<file path="src/rtl/amp_regs.svh">
// register offsets, field positions and limits for the programming port
`ifndef AMP_REGS_SVH
`define AMP_REGS_SVH

// input image word indices
`define AMP_STATUS_WORD_LOW        11'h000
`define AMP_STATUS_WORD_HIGH       11'h001
`define AMP_MOTOR_POSITION_FIRST   11'h002
`define AMP_MOTOR_POSITION_SECOND  11'h003
`define AMP_ENCODER_POSITION_FIRST 11'h004
`define AMP_ENCODER_POSITION_SEC   11'h005
`define AMP_CAPTURED_POSITION_FIRST 11'h006
`define AMP_CAPTURED_POSITION_SEC  11'h007
`define AMP_PROGRAMMED_CURRENT_X10 11'h008
`define AMP_JERK_READBACK          11'h009
`define AMP_IMG_WORDS              10

// command block word indices
`define AMP_COMMAND_WORD_LOW       11'h400
`define AMP_COMMAND_WORD_HIGH      11'h401
`define AMP_SEGMENT_TARGET_UPPER   11'h402
`define AMP_SEGMENT_TARGET_LOWER   11'h403
`define AMP_SEGMENT_SPEED_UPPER    11'h404
`define AMP_SEGMENT_SPEED_LOWER    11'h405
`define AMP_SEGMENT_ACCELERATION   11'h406
`define AMP_SEGMENT_DECELERATION   11'h407
`define AMP_SEGMENT_RESERVED       11'h408
`define AMP_SEGMENT_JERK           11'h409

// command and status bit positions
`define AMP_HCW_ASSY_BIT           11
`define AMP_HCW_SEG_BIT            12
`define AMP_HCW_RUN_BIT            13
`define AMP_CW1_DWELL_BIT          9
`define AMP_CW1_RESET_ERR_BIT      10
`define AMP_ST_IN_ASSY_BIT         8
`define AMP_ST_WAIT_SEG_BIT        9
`define AMP_ST_CMD_ERR_BIT         12

// codes and limits
`define AMP_FIRST_BLOCK_CODE       16'h0800
`define AMP_SEGMENT_CODE           16'h1800
`define AMP_MAX_SEGMENTS           5'h10
`define AMP_TARGET_LIMIT           32'sd8388607
`define AMP_SPEED_MAX              32'sd2999999
`define AMP_RAMP_MIN               32'sd1
`define AMP_RAMP_MAX               32'sd5000
`define AMP_JERK_MAX               32'sd5000
`define AMP_MW_DIVISOR             32'sd1000

`endif

</file>
<file path="src/rtl/amp_pkg.sv">
// types for the assembled move programming port
package amp_pkg;

  typedef logic [15:0] amp_word_t;

  typedef enum logic [1:0] {
    AMP_IDLE = 2'b00,
    AMP_WAIT = 2'b01,
    AMP_ACK  = 2'b10
  } amp_state_t;

endpackage : amp_pkg

</file>
<file path="src/rtl/amp_port.sv">
// assembled move programming port and command mode input image
`timescale 1ns/1ps
`include "amp_regs.svh"

// Notes on behaviour
// - move type chosen only at run start
// - unused and reserved words are ignored
// - first block sets in-mode and waiting bits
// - segment bit set: capture unless sixteen stored, clear waiting
// - segment bit clear: raise waiting again
// - sixteen segments stored at most
// - ten input words in fixed order
// - format bit selects multi-word or binary
// - thousands first, signed remainder second
// - multi-word undefined outside its range
// - word order selects which half first
// - waiting bit means next segment accepted unless sixteen are stored
module amp_port
  import amp_pkg::*;
(
  input  wire logic               core_clk_i,
  input  wire logic               rst_i,
  input  wire logic               wr_en_i,
  input  wire logic [10:0]        wr_addr_i,
  input  wire logic [15:0]        wr_data_i,
  input  wire logic [10:0]        rd_addr_i,
  output logic      [15:0]        rd_data_o,
  input  wire logic [15:0]        status_ext_low_i,
  input  wire logic [15:0]        status_ext_high_i,
  input  wire logic signed [31:0] motor_pos_i,
  input  wire logic signed [31:0] encoder_pos_i,
  input  wire logic signed [31:0] captured_pos_i,
  input  wire logic [15:0]        current_x10_i,
  input  wire logic [15:0]        jerk_param_i,
  input  wire logic               binary_format_i,
  input  wire logic               big_endian_i,
  input  wire logic [31:0]        start_speed_i,
  input  wire logic [3:0]         seg_rd_idx_i,
  output logic      [31:0]        seg_target_o,
  output logic      [31:0]        seg_speed_o,
  output logic      [15:0]        seg_accel_o,
  output logic      [15:0]        seg_decel_o,
  output logic      [15:0]        seg_jerk_o,
  output logic      [4:0]         seg_count_o,
  output logic                    run_start_o,
  output logic                    run_dwell_o
);

  amp_word_t  cmd_r [`AMP_IMG_WORDS];
  amp_word_t  img_r [`AMP_IMG_WORDS];
  amp_state_t state_r;
  logic       in_assy_r;
  logic       wait_seg_r;
  logic       cmd_err_r;
  logic [4:0] seg_cnt_r;
  logic       run_prev_r;
  logic [31:0] seg_tgt_mem [16];
  logic [31:0] seg_spd_mem [16];
  logic [15:0] seg_acc_mem [16];
  logic [15:0] seg_dec_mem [16];
  logic [15:0] seg_jrk_mem [16];

  function automatic logic in_rng(input logic signed [31:0] v,
                                  input logic signed [31:0] lo,
                                  input logic signed [31:0] hi);
    in_rng = (v >= lo) && (v <= hi);
  endfunction : in_rng

  function automatic logic [31:0] pos_fmt(input logic signed [31:0] v,
                                          input logic bin,
                                          input logic big);
    logic signed [31:0] q;
    logic signed [31:0] r;
    q = v / `AMP_MW_DIVISOR;
    r = v % `AMP_MW_DIVISOR;
    if (!bin) begin
      pos_fmt = {q[15:0], r[15:0]};
    end else if (big) begin
      pos_fmt = {v[31:16], v[15:0]};
    end else begin
      pos_fmt = {v[15:0], v[31:16]};
    end
  endfunction : pos_fmt

  function automatic logic is_cmd(input logic [10:0] a);
    is_cmd = (a >= `AMP_COMMAND_WORD_LOW) && (a <= `AMP_SEGMENT_JERK);
  endfunction : is_cmd

  // command word fields
  logic               hcw_assy;
  logic               hcw_seg;
  logic               hcw_run;
  logic               first_blk;
  logic               seg_req;
  logic               seg_full;
  logic signed [31:0] seg_tgt;
  logic signed [31:0] seg_spd;
  logic               seg_ok;
  logic [31:0]        motor_w;
  logic [31:0]        enc_w;
  logic [31:0]        capt_w;
  logic [3:0]         wr_idx;

  assign hcw_assy  = cmd_r[0][`AMP_HCW_ASSY_BIT];
  assign hcw_seg   = cmd_r[0][`AMP_HCW_SEG_BIT];
  assign hcw_run   = cmd_r[0][`AMP_HCW_RUN_BIT];
  assign first_blk = (cmd_r[0] == `AMP_FIRST_BLOCK_CODE);
  assign seg_req   = (state_r == AMP_WAIT) && hcw_seg;
  assign seg_full  = (seg_cnt_r == `AMP_MAX_SEGMENTS);
  assign seg_tgt   = {cmd_r[2], cmd_r[3]};
  assign seg_spd   = {cmd_r[4], cmd_r[5]};
  assign wr_idx    = 4'(wr_addr_i - `AMP_COMMAND_WORD_LOW);
  assign motor_w   = pos_fmt(motor_pos_i, binary_format_i, big_endian_i);
  assign enc_w     = pos_fmt(encoder_pos_i, binary_format_i, big_endian_i);
  assign capt_w    = pos_fmt(captured_pos_i, binary_format_i, big_endian_i);

  // reserved word 8 never checked
  assign seg_ok = in_rng(seg_tgt, -`AMP_TARGET_LIMIT, `AMP_TARGET_LIMIT)
    && in_rng(seg_spd, $signed(start_speed_i), `AMP_SPEED_MAX)
    && in_rng({16'h0000, cmd_r[6]}, `AMP_RAMP_MIN, `AMP_RAMP_MAX)
    && in_rng({16'h0000, cmd_r[7]}, `AMP_RAMP_MIN, `AMP_RAMP_MAX)
    && in_rng({16'h0000, cmd_r[9]}, 32'sd0, `AMP_JERK_MAX);

  // command block words written by the host
  always_ff @(posedge core_clk_i) begin
    if (rst_i) begin
      for (int i = 0; i < `AMP_IMG_WORDS; i++) begin
        cmd_r[i] <= 16'h0000;
      end
    end else if (wr_en_i && is_cmd(wr_addr_i)) begin
      cmd_r[wr_idx] <= wr_data_i;
    end
  end

  // assembled programming handshake
  always_ff @(posedge core_clk_i) begin
    if (rst_i) begin
      state_r    <= AMP_IDLE;
      in_assy_r  <= 1'b0;
      wait_seg_r <= 1'b0;
      seg_cnt_r  <= 5'h00;
    end else begin
      case (state_r)
        AMP_IDLE: begin
          if (first_blk) begin
            state_r    <= AMP_WAIT;
            in_assy_r  <= 1'b1;
            wait_seg_r <= 1'b1;
            seg_cnt_r  <= 5'h00;
          end
        end
        AMP_WAIT: begin
          if (hcw_seg) begin
            state_r    <= AMP_ACK;
            wait_seg_r <= 1'b0;
            if (!seg_full) begin
              seg_cnt_r <= seg_cnt_r + 5'h01;
            end
          end else if (!hcw_assy) begin
            state_r    <= AMP_IDLE;
            in_assy_r  <= 1'b0;
            wait_seg_r <= 1'b0;
          end
        end
        AMP_ACK: begin
          if (!hcw_seg) begin
            state_r    <= AMP_WAIT;
            wait_seg_r <= 1'b1;
          end
        end
        default: begin
          state_r    <= AMP_IDLE;
          in_assy_r  <= 1'b0;
          wait_seg_r <= 1'b0;
        end
      endcase
    end
  end

  // segment storage
  always_ff @(posedge core_clk_i) begin
    if (seg_req && !seg_full) begin
      seg_tgt_mem[seg_cnt_r[3:0]] <= seg_tgt;
      seg_spd_mem[seg_cnt_r[3:0]] <= seg_spd;
      seg_acc_mem[seg_cnt_r[3:0]] <= cmd_r[6];
      seg_dec_mem[seg_cnt_r[3:0]] <= cmd_r[7];
      seg_jrk_mem[seg_cnt_r[3:0]] <= cmd_r[9];
    end
  end

  always_ff @(posedge core_clk_i) begin
    if (rst_i) begin
      seg_target_o <= 32'h0000_0000;
      seg_speed_o  <= 32'h0000_0000;
      seg_accel_o  <= 16'h0000;
      seg_decel_o  <= 16'h0000;
      seg_jerk_o   <= 16'h0000;
    end else if (seg_rd_idx_i < seg_cnt_r) begin
      seg_target_o <= seg_tgt_mem[seg_rd_idx_i];
      seg_speed_o  <= seg_spd_mem[seg_rd_idx_i];
      seg_accel_o  <= seg_acc_mem[seg_rd_idx_i];
      seg_decel_o  <= seg_dec_mem[seg_rd_idx_i];
      seg_jerk_o   <= seg_jrk_mem[seg_rd_idx_i];
    end else begin
      seg_target_o <= 32'h0000_0000;
      seg_speed_o  <= 32'h0000_0000;
      seg_accel_o  <= 16'h0000;
      seg_decel_o  <= 16'h0000;
      seg_jerk_o   <= 16'h0000;
    end
  end

  assign seg_count_o = seg_cnt_r;

  // command error flag, set wins over clear
  always_ff @(posedge core_clk_i) begin
    if (rst_i) begin
      cmd_err_r <= 1'b0;
    end else if (seg_req && (seg_full || !seg_ok)) begin
      cmd_err_r <= 1'b1;
    end else if (cmd_r[1][`AMP_CW1_RESET_ERR_BIT]) begin
      cmd_err_r <= 1'b0;
    end
  end

  // run start: blend or dwell from command word 1
  always_ff @(posedge core_clk_i) begin
    if (rst_i) begin
      run_prev_r  <= 1'b0;
      run_start_o <= 1'b0;
      run_dwell_o <= 1'b0;
    end else begin
      run_prev_r  <= hcw_run;
      run_start_o <= hcw_run && !run_prev_r;
      if (hcw_run && !run_prev_r) begin
        run_dwell_o <= cmd_r[1][`AMP_CW1_DWELL_BIT];
      end
    end
  end

  // input image, all words from one sample
  always_ff @(posedge core_clk_i) begin
    if (rst_i) begin
      for (int i = 0; i < `AMP_IMG_WORDS; i++) begin
        img_r[i] <= 16'h0000;
      end
    end else begin
      img_r[0] <= {status_ext_low_i[15:13], cmd_err_r,
                   status_ext_low_i[11:10], wait_seg_r, in_assy_r,
                   status_ext_low_i[7:0]};
      img_r[1] <= status_ext_high_i;
      img_r[2] <= motor_w[31:16];
      img_r[3] <= motor_w[15:0];
      img_r[4] <= enc_w[31:16];
      img_r[5] <= enc_w[15:0];
      img_r[6] <= capt_w[31:16];
      img_r[7] <= capt_w[15:0];
      img_r[8] <= current_x10_i;
      img_r[9] <= jerk_param_i;
    end
  end

  // register read port
  always_ff @(posedge core_clk_i) begin
    if (rst_i) begin
      rd_data_o <= 16'h0000;
    end else if (rd_addr_i <= `AMP_JERK_READBACK) begin
      rd_data_o <= img_r[rd_addr_i[3:0]];
    end else if (is_cmd(rd_addr_i)) begin
      rd_data_o <= cmd_r[4'(rd_addr_i - `AMP_COMMAND_WORD_LOW)];
    end else begin
      rd_data_o <= 16'h0000;
    end
  end
endmodule : amp_port

</file>
<file path="config.mk">
export PLATFORM = sky130hd
export DESIGN_NAME = amp_port
export DESIGN_NICKNAME = d
export VERILOG_FILES = /design/src/rtl/amp_pkg.sv /design/src/rtl/amp_port.sv
export VERILOG_INCLUDE_DIRS = /design/src /design/src/rtl
export SDC_FILE = /design/constraint.sdc
export NUM_CORES = 2
export LEC_CHECK = 0
export ABC_CLOCK_PERIOD_IN_PS = 19150
export BUFFER_PORTS_ARGS = -buffer_cell sky130_fd_sc_hd__buf_2
export CORE_ASPECT_RATIO = 1.25
export CORE_UTILIZATION = 57
export DETAILED_ROUTE_END_ITERATION = 8
export PLACE_DENSITY = 0.77
export SLEW_MARGIN = 25
export SYNTH_ARGS = -nofsm -noshare
export SYNTH_HDL_FRONTEND = slang
export SYNTH_SLANG_ARGS = --single-unit
</file>
<file path="constraint.sdc">
create_clock -name core_clk_i -period 19.15 [get_ports core_clk_i]
set_input_delay 1.915 -clock core_clk_i [delete_from_list [all_inputs] [get_ports core_clk_i]]
set_output_delay 1.915 -clock core_clk_i [all_outputs]
set_load 0.05 [all_outputs]
</file>
==> results.json <==
{
  "cts_root_buffer": "clkbuf_16",
  "r2r_cells": 9,
  "die_h_um": 499,
  "synth_seq_cells": 2294,
  "htreeDepth": 4,
  "rrSetupSlack_ns": 14.17,
  "relSlewSlack": 0.0860,
  "synth-edff-count": 1994,
  "holdPathStages": 2,
  "wirelength_um": 365000,
  "fin_crit_ns": 18.67,
  "final_common_cell": "edfxtp_1",
  "clk_path_buf_depth": 3,
  "grt_use_total": 0.349,
  "die_area_um2": 199000,
  "area_growth_pct": 20.1,
  "final-max-slew-violation-count": 0,
  "cp.depth": 76,
  "syn_area_um2": 113000,
  "clk_latency_ns": 0.89,
  "cts_buffers": 202,
  "outcome": "finished, final reports clean",
  "yosys_warnings": 0,
  "row_count": 182,
  "dpl.hpwl_um": 208000,
  "met1_usage": 0.418,
  "ant_nets": 0,
  "first_iter_violations": 11000,
  "setup_viol": 0,
  "criticalPathCategory": "in2reg",
  "nNetsFinal": 9622,
  "port_buffers": 370,
  "viasPerCell": 6.84,
  "dp_cells": 11600,
  "required_ns": 19.84,
  "critPathMaxStageDelay_ns": 0.61,
  "finalCritPeriodShare": 0.975,
  "place.gp.congestion": 0.945,
  "grt_use_met2": 0.583,
  "synthFlopType": "edfxtp_1",
  "start_kind": "input port",
  "fin_hold_ws_ns": 0.529,
  "cp_slowest_cell": "or4_4",
  "grt_max_degree": 160,
  "min_path_type": "reg2reg",
  "worst_setup_path_end_kind": "flip-flop",
  "clkTransAtPathRegs_ns": 0.07,
  "syn_inst": 7810,
  "grt_overflow": 0,
  "drive_above_1_share": 0.355,
  "core_um2": 197000,
  "critical_path.max_fanout": 6,
  "synth_cell_types": 184,
  "post-route-worst-setup-slack_ns": 0.475,
  "cts_tree": "done",
  "pin_count": 374,
  "fmax_mhz": 53.5,
  "finalNonFillerCells": 12100,
  "grt_pass1_vias": 81200,
  "start_util": 0.573,
  "critPathBufInv": 16,
  "cp_top_family": "compound AO/OA/AOI/OAI gates",
  "antenna_found_initial": 25,
  "vias": 82800,
  "grt_busiest_layer": "met2",
  "syn_avg_cell_area_um2": 14.4,
  "drv_cap": 0,
  "clock-sinks": 2294,
  "skew_ns": 0.0833,
  "die_w_um": 400,
  "grt_pass1_wl_um": 516000,
  "drc_errors": 0,
  "crit_top_cell": "buf_4",
  "critPathArrivalTime_ns": 19.37,
  "place_ws_ns": -0.663,
  "wl_per_cell_um": 30.2,
  "worstMarginPinSlew_ns": 1.37,
  "n_fill_cell": 12600,
  "globalRouteMet3Util": 0.0915,
  "layout_common_cells": "edfxtp_1, buf_4, mux4_2, nor2_1, nand2_1",
  "synthArstFlopShare": 0,
  "seq_area_frac_synth": 0.585,
  "firstDrtPassIters": 8,
  "final_hold_viol_count": 0
}
-- synthesized netlist by cell type, types with 38 or more instances --
master    count  area share
dfxtp_1     300       0.053
o31ai_1      56      0.0037
nand2_1     372       0.012
mux4_2      646        0.13
ha_1         46      0.0051
nor4_1       66      0.0037
mux2i_1     166       0.015
o21a_1       42      0.0028
a211oi_1    103      0.0069
or3_1        43      0.0024
o21ai_0     234       0.010
nor2_1      581       0.019
inv_1       114      0.0038
xor2_1      127      0.0099
mux2_2       73      0.0073
nand3_1     153      0.0068
o21ai_1      52      0.0023
clkbuf_1    235      0.0078
nor3_1      149      0.0066
nand4_1      62      0.0034
buf_1        64      0.0021
a22oi_1      46      0.0031
nor2b_1     217       0.012
a21oi_1     294       0.013
a31oi_1      77      0.0043
o22ai_1      38      0.0021
nand2b_1     52      0.0029
o211ai_1     86      0.0057
edfxtp_1   1994        0.53
xnor2_1     239       0.019
-- cell families after synthesis --
family / count (synthesis) / synth area share
AOI/OAI and AO/OA: 1627 / 0.109
xor gates and xnor gates: 380 / 0.0305
adders and majority gates: 72 / 0.00744
buffers and inverters: 522 / 0.0228
DFF: 2294 / 0.585
muxes: 897 / 0.153
other: 1 / 0.0000333
and+or+nand+nor: 2017 / 0.0929
-- final cells by class --
class / instances / area, um^2 / share of cell area
Sequential cell: 2294 / 65900 / 0.487
Clock inverter: 122 / 1630 / 0.0121
Tap cell: 2576 / 3220 / 0.0238
Timing Repair Buffer: 1683 / 12200 / 0.0898
Clock buffer: 260 / 5530 / 0.0409
Multi-Input combinational cell: 5036 / 46400 / 0.343
Antenna cell: 9 / 22.5 / 0.000166
Inverter: 120 / 454 / 0.00336
-- stage by stage --
step	utilization	cell area (um^2)	setup TNS (ns)
2_1_floorplan	-	113000	0
3_3_place_gp	0.639	126000	-5.93
3_5_place_dp	0.639	126000	-22.64
4_1_cts	0.676	133000	0
5_1_grt	0.689	135000	-7.34
6_report	0.689	135000	0
-- repair_timing --
item	4_1_cts	5_1_grt
resized for setup	0	358
buffers inserted	0	63
setup endpoints to repair	0	87
hold buffers	0	0
-- per-layer routing --
metal,wire (um),up-vias
met5,84,-
met4,20800,14
met3,42400,1390
met2,179000,6212
met1,122000,40900
li1,-,34300
-- registers in the layout, summed over array words and instances (netlist names) --
signal and count:
seg_speed_o 32, seg_jerk_o 16, run_start_o 1, run_dwell_o 1
img_r 160, state_r 2, seg_tgt_mem 512, rd_data_o 16
seg_dec_mem 256, in_assy_r 1, seg_jrk_mem 256, cmd_err_r 1
cmd_r 202, seg_decel_o 16, seg_spd_mem 512, seg_acc_mem 256
seg_target_o 32, seg_accel_o 16, run_prev_r 1, seg_count_o 5
-- worst paths after layout --
path | from | to
hold reg to reg | cmd_err_r | cmd_err_r
setup reg to reg | seg_count_o[2] | seg_jrk_mem[3][7]
setup / recovery | encoder_pos_i[3] | img_r[5][5]
hold / removal | cmd_err_r | cmd_err_r
-- worst min-delay path, cell delays in order, from the launching register on --
cell      delay, ns
dfxtp_1        0.35
nand2b_1       0.08
a21oi_1        0.06
Power is not shown: default switching activity piles up to over one toggle a cycle in this logic, so the estimate is an artifact.
